<file path="src/rtl/vcl_pkg.sv">
// Shared constants for the video control latches
package vcl_pkg;
  localparam int unsigned WORD_W          = 8;
  localparam int unsigned FILT_W          = 3;
  // Instrument bus write addresses
  localparam logic [7:0]  OFFSET_DAC_ADDR = 8'h78;
  localparam logic [7:0]  MODE_SEL_ADDR   = 8'h79;
  localparam logic [7:0]  VPROC_CTRL_ADDR = 8'h7C;
  // Reset values
  localparam logic [7:0]  OFFSET_DAC_RST  = 8'h00;
  localparam logic [7:0]  MODE_SEL_RST    = 8'h00;
  localparam logic [7:0]  VPROC_CTRL_RST  = 8'h40;
  // Mode latch fields
  localparam int unsigned MODE_GAIN_LSB   = 0;
  localparam int unsigned MODE_GAIN_MSB   = 3;
  localparam int unsigned MODE_LIN_BIT    = 4;
  localparam int unsigned MODE_LOG_BIT    = 5;
  localparam int unsigned MODE_IDENT_BIT  = 6;
  localparam int unsigned MODE_STRETCH_BIT = 7;
  // Video processor control word fields
  localparam int unsigned VPC_BAND4_BIT   = 0;
  localparam int unsigned VPC_FILT_LSB    = 1;
  localparam int unsigned VPC_FILT_MSB    = 4;
  localparam int unsigned VPC_SLOPE_BIT   = 6;
  // Filter select codes (bits 4:1) and resulting bandwidth index
  localparam logic [3:0]  FSEL_30K        = 4'h1;
  localparam logic [3:0]  FSEL_3K         = 4'h2;
  localparam logic [3:0]  FSEL_300        = 4'h3;
  localparam logic [3:0]  FSEL_30         = 4'h4;
  localparam logic [3:0]  FSEL_3          = 4'h5;
  localparam logic [3:0]  FSEL_0P3        = 4'h6;
  localparam logic [3:0]  FSEL_NONE       = 4'h0;
  localparam logic [2:0]  FIDX_NONE       = 3'h0;
  localparam logic [2:0]  FIDX_30K        = 3'h1;
  localparam logic [2:0]  FIDX_3K         = 3'h2;
  localparam logic [2:0]  FIDX_300        = 3'h3;
  localparam logic [2:0]  FIDX_30         = 3'h4;
  localparam logic [2:0]  FIDX_3          = 3'h5;
  localparam logic [2:0]  FIDX_0P3        = 3'h6;
endpackage : vcl_pkg

</file>
<file path="src/rtl/vcl_latches.sv">
// Video amplifier and video processor control latches
module vcl_latches #(
  parameter logic [7:0] VPROC_ADDR = vcl_pkg::VPROC_CTRL_ADDR
) (
  input  wire logic                        clk_i,
  input  wire logic                        resetn_i,
  input  wire logic [7:0]                  bus_addr_i,
  input  wire logic [vcl_pkg::WORD_W-1:0]  bus_data_i,
  input  wire logic                        bus_wr_i,
  output logic                             gain_load_o,
  output logic                             mode_load_o,
  output logic [vcl_pkg::WORD_W-1:0]       dac_code_o,
  output logic [3:0]                       db_div_gain_o,
  output logic                             lin_path_en_o,
  output logic                             log_path_en_o,
  output logic                             data_bit_six_o,
  output logic                             pulse_stretch_o,
  output logic                             band_four_level_select_o,
  output logic                             slope_corr_en_o,
  output logic [vcl_pkg::FILT_W-1:0]       filter_sel_o,
  output logic                             filter_bypass_o
);
  import vcl_pkg::*;

  logic              rst_s1_q;
  logic              rst_n;
  logic [7:0]        addr_s1_q;
  logic [7:0]        addr_s2_q;
  logic [WORD_W-1:0] data_s1_q;
  logic [WORD_W-1:0] data_s2_q;
  logic              wr_s1_q;
  logic              wr_s2_q;
  logic              wr_s3_q;
  logic              wr_pulse;
  logic [WORD_W-1:0] wdata_q;
  logic              vpc_load_q;
  logic [WORD_W-1:0] mode_q;
  logic [WORD_W-1:0] vpc_q;
  logic [FILT_W-1:0] fidx_d;

  // Reset release synchroniser
  always_ff @(posedge clk_i or negedge resetn_i) begin
    if (!resetn_i) begin
      rst_s1_q <= 1'b0;
      rst_n    <= 1'b0;
    end else begin
      rst_s1_q <= 1'b1;
      rst_n    <= rst_s1_q;
    end
  end

  // Address and data pins pass two flip-flops, the write line three
  always_ff @(posedge clk_i or negedge rst_n) begin
    if (!rst_n) begin
      addr_s1_q <= 8'h00;
      addr_s2_q <= 8'h00;
      data_s1_q <= 8'h00;
      data_s2_q <= 8'h00;
      wr_s1_q   <= 1'b0;
      wr_s2_q   <= 1'b0;
      wr_s3_q   <= 1'b0;
    end else begin
      addr_s1_q <= bus_addr_i;
      addr_s2_q <= addr_s1_q;
      data_s1_q <= bus_data_i;
      data_s2_q <= data_s1_q;
      wr_s1_q   <= bus_wr_i;
      wr_s2_q   <= wr_s1_q;
      wr_s3_q   <= wr_s2_q;
    end
  end

  assign wr_pulse = wr_s2_q & ~wr_s3_q;

  // Address decode into load strobes
  always_ff @(posedge clk_i or negedge rst_n) begin
    if (!rst_n) begin
      gain_load_o <= 1'b0;
      mode_load_o <= 1'b0;
      vpc_load_q  <= 1'b0;
      wdata_q     <= 8'h00;
    end else begin
      gain_load_o <= wr_pulse && (addr_s2_q == OFFSET_DAC_ADDR);
      mode_load_o <= wr_pulse && (addr_s2_q == MODE_SEL_ADDR);
      vpc_load_q  <= wr_pulse && (addr_s2_q == VPROC_ADDR);
      if (wr_pulse) begin
        wdata_q <= data_s2_q;
      end
    end
  end

  // Gain latch feeds the offset DAC
  always_ff @(posedge clk_i or negedge rst_n) begin
    if (!rst_n) begin
      dac_code_o <= OFFSET_DAC_RST;
    end else if (gain_load_o) begin
      dac_code_o <= wdata_q;
    end
  end

  // Mode latch
  always_ff @(posedge clk_i or negedge rst_n) begin
    if (!rst_n) begin
      mode_q <= MODE_SEL_RST;
    end else if (mode_load_o) begin
      mode_q <= wdata_q;
    end
  end

  // Video processor control word
  always_ff @(posedge clk_i or negedge rst_n) begin
    if (!rst_n) begin
      vpc_q <= VPROC_CTRL_RST;
    end else if (vpc_load_q) begin
      vpc_q <= wdata_q;
    end
  end

  // Mode fields onto their controls
  always_ff @(posedge clk_i or negedge rst_n) begin
    if (!rst_n) begin
      db_div_gain_o   <= MODE_SEL_RST[MODE_GAIN_MSB:MODE_GAIN_LSB];
      lin_path_en_o   <= MODE_SEL_RST[MODE_LIN_BIT];
      log_path_en_o   <= MODE_SEL_RST[MODE_LOG_BIT];
      data_bit_six_o  <= MODE_SEL_RST[MODE_IDENT_BIT];
      pulse_stretch_o <= MODE_SEL_RST[MODE_STRETCH_BIT];
    end else begin
      db_div_gain_o   <= mode_q[MODE_GAIN_MSB:MODE_GAIN_LSB];
      lin_path_en_o   <= mode_q[MODE_LIN_BIT];
      log_path_en_o   <= mode_q[MODE_LOG_BIT];
      data_bit_six_o  <= mode_q[MODE_IDENT_BIT];
      pulse_stretch_o <= mode_q[MODE_STRETCH_BIT];
    end
  end

  // Filter code to bandwidth index
  always_comb begin
    unique case (vpc_q[VPC_FILT_MSB:VPC_FILT_LSB])
      FSEL_30K: fidx_d = FIDX_30K;
      FSEL_3K:  fidx_d = FIDX_3K;
      FSEL_300: fidx_d = FIDX_300;
      FSEL_30:  fidx_d = FIDX_30;
      FSEL_3:   fidx_d = FIDX_3;
      FSEL_0P3: fidx_d = FIDX_0P3;
      default:  fidx_d = FIDX_NONE;
    endcase
  end

  // Video processor controls
  always_ff @(posedge clk_i or negedge rst_n) begin
    if (!rst_n) begin
      band_four_level_select_o <= VPROC_CTRL_RST[VPC_BAND4_BIT];
      slope_corr_en_o          <= ~VPROC_CTRL_RST[VPC_SLOPE_BIT];
      filter_sel_o             <= FIDX_NONE;
      filter_bypass_o          <= 1'b1;
    end else begin
      band_four_level_select_o <= vpc_q[VPC_BAND4_BIT];
      slope_corr_en_o          <= ~vpc_q[VPC_SLOPE_BIT];
      filter_sel_o             <= fidx_d;
      filter_bypass_o          <= (fidx_d == FIDX_NONE);
    end
  end
endmodule : vcl_latches

</file>
<file path="config.mk">
export PLATFORM = sky130hd
export DESIGN_NAME = vcl_latches
export DESIGN_NICKNAME = d
export VERILOG_FILES = /design/src/rtl/vcl_pkg.sv /design/src/rtl/vcl_latches.sv
export SDC_FILE = /design/constraint.sdc
export NUM_CORES = 1
export LEC_CHECK = 0
export BUFFER_PORTS_ARGS = -buffer_cell sky130_fd_sc_hd__buf_4
export CAP_MARGIN = 30
export CORE_UTILIZATION = 45
export CTS_CLUSTER_DIAMETER = 50
export DETAILED_ROUTE_END_ITERATION = 7
export PLACE_DENSITY = 0.7
export SLEW_MARGIN = 20
export SYNTH_ARGS = -nofsm -noshare
export SYNTH_HDL_FRONTEND = slang
export SYNTH_SLANG_ARGS = --single-unit
</file>
<file path="constraint.sdc">
create_clock -name clk_i -period 5.8 [get_ports clk_i]
set_input_delay 1.45 -clock clk_i [delete_from_list [all_inputs] [get_ports clk_i]]
set_output_delay 1.45 -clock clk_i [all_outputs]
set_load 0.01 [all_outputs]
</file>
# Yosys cells after proc, flatten, opt, wreduce, memory -nomap -nowiden
# Index checks and enable logic that the tools add are counted.
word_totals:
  mem_count: 0
  romBits: 0
  ramBits: 0
  reg_bits: 85
  latchBits: 0
  out_inout_bits: 24
  word_cells: 42
  inputBits: 19
classes:
  div: 0
  muxes: 1
  n_addsub: 0
  n_mul: 0
  n_reduce_logical: 4
  magnitude_cmp: 0
  shifts: 0
  bitwise: 3
  eq_ne: 9
ops:
  columns: ["operator", "count"]
  rows:
  - ["$eq 8x7->1 const B", 3]
  - ["$pmux 3 s6", 1]
  - ["$eq 4x3->1 const B", 3]
  - ["$eq 4x2->1 const B", 2]
  - ["$eq 4x1->1 const B", 1]
  - ["$logic_and 1x1->1", 3]
  - ["$logic_not 3->1", 1]
  - ["$not 1->1", 2]
  - ["$and 1x1->1", 1]

# Logic depth before layout (Yosys ltp)
logic_depth:
  word_depth: 3
  mapped_depth: 3

# Least setup slack after synthesis
# OpenSTA, ideal clock, no wires.
synth_timing:
  path_kind: "reg-to-output"
  start: "register filter_bypass_o"
  end: "output port filter_bypass_o"
  path_slack_ps: 3830
  path_buffers: 0
  t_arrival_ps: 520
  path_stages_with_launch: 1
  cell_sequence: "dfstp_2"
synth_lines:
  columns: ["item", "line", "source"]
  rows:
  - ["start: declaration", "vcl_latches.sv:21", "output logic filter_bypass_o"]
  - ["start signal: assignment", "vcl_latches.sv:160", "filter_bypass_o <= (fidx_d == FIDX_NONE);"]
# No word-level cell between the ends.

# Worst setup path in the final report
layout_timing:
  start: "register gain_load_o"
  end: "output port gain_load_o"
layout_lines:
  columns: ["item", "line", "source"]
  rows:
  - ["start: declaration", "vcl_latches.sv:10", "output logic gain_load_o,"]
  - ["start signal: assignment", "vcl_latches.sv:83", "gain_load_o <= wr_pulse && (addr_s2_q == OFFSET_DAC_ADDR);"]
# No word-level cell between the ends.

==> PnR_summary.wiki <==
{| class="wikitable"
! Metric !! Value
|-
| Path class of the lowest-slack min-delay path || reg -> async
|-
| Critical path peak fanout || 9
|-
| Detail Placement HPWL || 2470 µm
|-
| Tot GR Track Use || 14.1%
|-
| Post-Place Cell Area || 3000 µm²
|-
| Total via count in the routed design || 1256
|-
| Total core area || approximately 5500 µm²
|-
| Pwr/cell area || 342 nW/µm²
|-
| Netlist cell types || 20
|-
| Compound-Gate Fraction of Synth Area || approximately 1.5%
|-
| Max Root-Sink Buffers || 2
|-
| Final Cycle Share || 45.0%
|-
| Die area || 6120 µm²
|-
| Category of the critical setup timing path || reg -> out
|-
| Placer congestion estimate || 0.719
|-
| Iteration-0 DRC Markers || 52
|-
| Drt first pass iters || 4
|-
| CP Capture Type || output port
|-
| Count of yosys warnings during synthesis || 0
|-
| Startpoint type of the worst setup path || flop
|-
| Filler-free cell count of the finished design || 265
|-
| Static leakage || 1.59 nW
|-
| Number of hold buffers added after cts || 0
|-
| Total I/O pin count || 43
|-
| Sequential cell area fraction in the yosys report || 80.5%
|-
| Total wire length || 3730 µm
|-
| CTS tree || done
|-
| Setup-violating endpoint count in the final report || 0
|-
| Depth of the most critical reg-to-reg path || 2
|-
| Wire length of the first global-routing pass || 6160 µm
|-
| Number of antenna violations at the first check in global routing || 0
|-
| H-Tree Depth || 3
|-
| Die height || 78.2 µm
|-
| Register-to-Register Setup Slack || 4600 ps
|-
| Sum of overflow across all layers after global routing || 0
|-
| Remaining antenna violation count after routing || 0
|-
| Critical path data arrival time || 1160 ps
|-
| Port Buf Inserts || 42
|-
| Worst vdd rail ir drop || 0.000205 V
|-
| Clock-pin slew on the worst setup and hold paths || 70 ps
|-
| Flip-flop and latch count after synthesis || 84
|-
| Insertion delay to the later sink of the worst-skew pair || 340 ps
|-
| Worst EP required || 4350 ps
|-
| Fraction of post-synthesis cell area in the top cell type by area || 78.5%
|-
| Cell taking the most area after synthesis || sky130_fd_sc_hd__dfrtp_1
|-
| Final hold slack || 217 ps
|-
| Total DRC errors in the routed layout || 0
|-
| Slowest stage cell, crit path || sky130_fd_sc_hd__dfrtp_1
|-
| Simple-gate share of the synthesized area || approximately 3.5%
|-
| Via density per instance || around 4.7
|-
| WL/cell || 14.1 µm
|-
| Final total negative setup slack || 0 ps
|-
| Starting density of the core || 47.2%
|-
| Horizontal die dimension || 78.2 µm
|-
| Xor/xnor cell area share of the yosys netlist || 0%
|-
| Post-synthesis cell count || 138
|-
| Buffer type at the clock tree root || sky130_fd_sc_hd__clkbuf_8
|-
| Summed instance area of the synthesized netlist || between 2000 and 3000 µm²
|-
| Share of cell area taken by muxes after synthesis || 12.8%
|-
| Net total in the final layout || ~210
|-
| Kind of cell adding the most delay to the critical path || flip-flops
|-
| Fraction of final layout cells sized beyond drive strength 1 || 45.6%
|-
| Slowest Stage Delay on Critical Path || between 600 and 700 ps
|-
| Fmax || 383 MHz
|-
| Avg Cell Area, Syn || 18.9 µm²
|-
| Via count of the first global-routing pass || 1240
|-
| CP cell instances || buf_4
|-
| MaxCap Viol Count || 0
|-
| Worst reg2reg startpoint || wr_s3_q$_DFF_PN0_
|-
| Number of nets produced by synthesis || 157
|-
| Total count of hold-check failures in the final report || 0
|-
| Pin count of the biggest net entering global routing || 83
|-
| Post-route minimum period || between 2000 and 3000 ps
|-
| Std cell rows || 27
|-
| ANT cells || 0
|-
| Run status || complete, no violations
|-
| Number of buffers and inverters on the critical path || 1
|-
| Number of buffers inserted to repair setup after CTS || 0
|-
| Slack of the critical path || 3190 ps
|-
| Post-cts repair resize count || 0
|-
| Final design instance area without fill || between 3000 and 4000 µm²
|-
| Final Skew || roughly 9.5 ps
|-
| Largest family of logic cells by synthesized area || multiplexers
|-
| R2R Path End || wdata_q[0]$_DFFE_PN0P_
|-
| Fraction of the mapped netlist area in adder cells || 0%
|-
| Number of CTS-inserted buffers || 9
|-
| Synth-to-layout area growth || 23.6%
|-
| Placed cell count || around 250
|-
| Clock sink count || 84
|-
| Main area contributors after synthesis || sky130_fd_sc_hd__dfrtp_1 (79%), sky130_fd_sc_hd__mux2_2 (8.2%), sky130_fd_sc_hd__mux2_4 (4.6%)
|-
| Setup Slack @ Placement || roughly 3600 ps
|-
| Setup repair after global routing missed its margin || false
|-
| Final slew viol count || 0
|}
-- through the flow --
step | power (mW) | util (%)
finish | 1.10 | 58.3
global route | 1.14 | 58.3
CTS | 1.11 | 57.8
detailed placement | 0.696 | 54.1
global placement | 0.692 | 54.1
floorplan | 0.669 | -
-- routing by layer --
layer	part of all wire, %	global-route usage (%)	vias up
met5	0	0	-
met4	1.7	9.44	0
met3	6.7	4.77	7
met2	50	20.7	39
met1	42	17.7	645
li1	-	-	565
-- report_power, final --
part,leakage [nW],switching [mW],internal [mW]
combinational,0.430,0.0188,0.0316
clock,0.104,0.183,0.235
sequential,1.05,0.0199,0.615
total,1.59,0.222,0.881
-- cells by family (layout without fill, tap and decap cells) --
logic type,count (synthesis),after routing
flops,84,84
mux,27,27
simple gates,12,12
buf+inv,8,63
compound gates,6,6
other cells,1,1
-- registers in the layout (all words and copies together) (netlist names), 6 cells and up --
register,count
addr_s1_q,8
addr_s2_q,8
dac_code_o,8
data_s1_q,8
data_s2_q,8
mode_q,8
wdata_q,8
vpc_q,6
-- cells in the final DEF (no fill, tap or decap) --
| master | instances |
|---|---|
| sky130_fd_sc_hd__inv_1 | 4 |
| sky130_fd_sc_hd__nor2b_4 | 1 |
| sky130_fd_sc_hd__nand4b_1 | 1 |
| sky130_fd_sc_hd__nor3b_1 | 1 |
| sky130_fd_sc_hd__nand4bb_1 | 1 |
| sky130_fd_sc_hd__mux2_2 | 19 |
| sky130_fd_sc_hd__a211o_1 | 1 |
| sky130_fd_sc_hd__mux2_4 | 8 |
| sky130_fd_sc_hd__nor4_1 | 2 |
| sky130_fd_sc_hd__clkbuf_8 | 12 |
| sky130_fd_sc_hd__nor4b_2 | 1 |
| sky130_fd_sc_hd__a211oi_1 | 2 |
| sky130_fd_sc_hd__nand2_1 | 3 |
| sky130_fd_sc_hd__buf_4 | 42 |
| sky130_fd_sc_hd__buf_16 | 1 |
| sky130_fd_sc_hd__bufinv_16 | 1 |
| sky130_fd_sc_hd__dfstp_2 | 2 |
| sky130_fd_sc_hd__and2_1 | 1 |
| sky130_fd_sc_hd__o21ai_0 | 3 |
| sky130_fd_sc_hd__dfrtp_1 | 81 |
| sky130_fd_sc_hd__dfrtp_4 | 1 |
| sky130_fd_sc_hd__conb_1 | 1 |
| sky130_fd_sc_hd__clkbuf_1 | 3 |
| sky130_fd_sc_hd__nor3_1 | 1 |
-- area by class of cell --
class	instances	area, µm²
repair buffers	43	343
clock inverters	1	30.0
clock buffers	15	176
multi-input cells	46	468
fillers	455	2310
inverters	4	15.0
well taps	72	90.1
flip-flops and latches	84	2110
-- worst max-delay path by stage --
stage                                startpoint                endpoint  slack [ps]  cells past startpoint
after floorplan                 rst_n$_DFF_PN0_  addr_s1_q[0]$_DFF_PN0_        3290                      0
after global placement    gain_load_o$_DFF_PN0_             gain_load_o        3600                      1
after detailed placement  gain_load_o$_DFF_PN0_             gain_load_o        3560                      1
after CTS                 gain_load_o$_DFF_PN0_             gain_load_o        3180                      1
after global routing      gain_load_o$_DFF_PN0_             gain_load_o        3130                      1
final                     gain_load_o$_DFF_PN0_             gain_load_o        3190                      1
-- Yosys cell counts --
cell type,count
sky130_fd_sc_hd__a211o_1,1
sky130_fd_sc_hd__a211oi_1,2
sky130_fd_sc_hd__and2_1,1
sky130_fd_sc_hd__buf_2,3
sky130_fd_sc_hd__buf_6,1
sky130_fd_sc_hd__conb_1,1
sky130_fd_sc_hd__dfrtp_1,82
sky130_fd_sc_hd__dfstp_2,2
sky130_fd_sc_hd__inv_1,4
sky130_fd_sc_hd__mux2_2,19
sky130_fd_sc_hd__mux2_4,8
sky130_fd_sc_hd__nand2_1,3
sky130_fd_sc_hd__nand4b_1,1
sky130_fd_sc_hd__nand4bb_1,1
sky130_fd_sc_hd__nor2b_4,1
sky130_fd_sc_hd__nor3_1,1
sky130_fd_sc_hd__nor3b_1,1
sky130_fd_sc_hd__nor4_1,2
sky130_fd_sc_hd__nor4b_2,1
sky130_fd_sc_hd__o21ai_0,3
(Power assumes the default switching activity.)
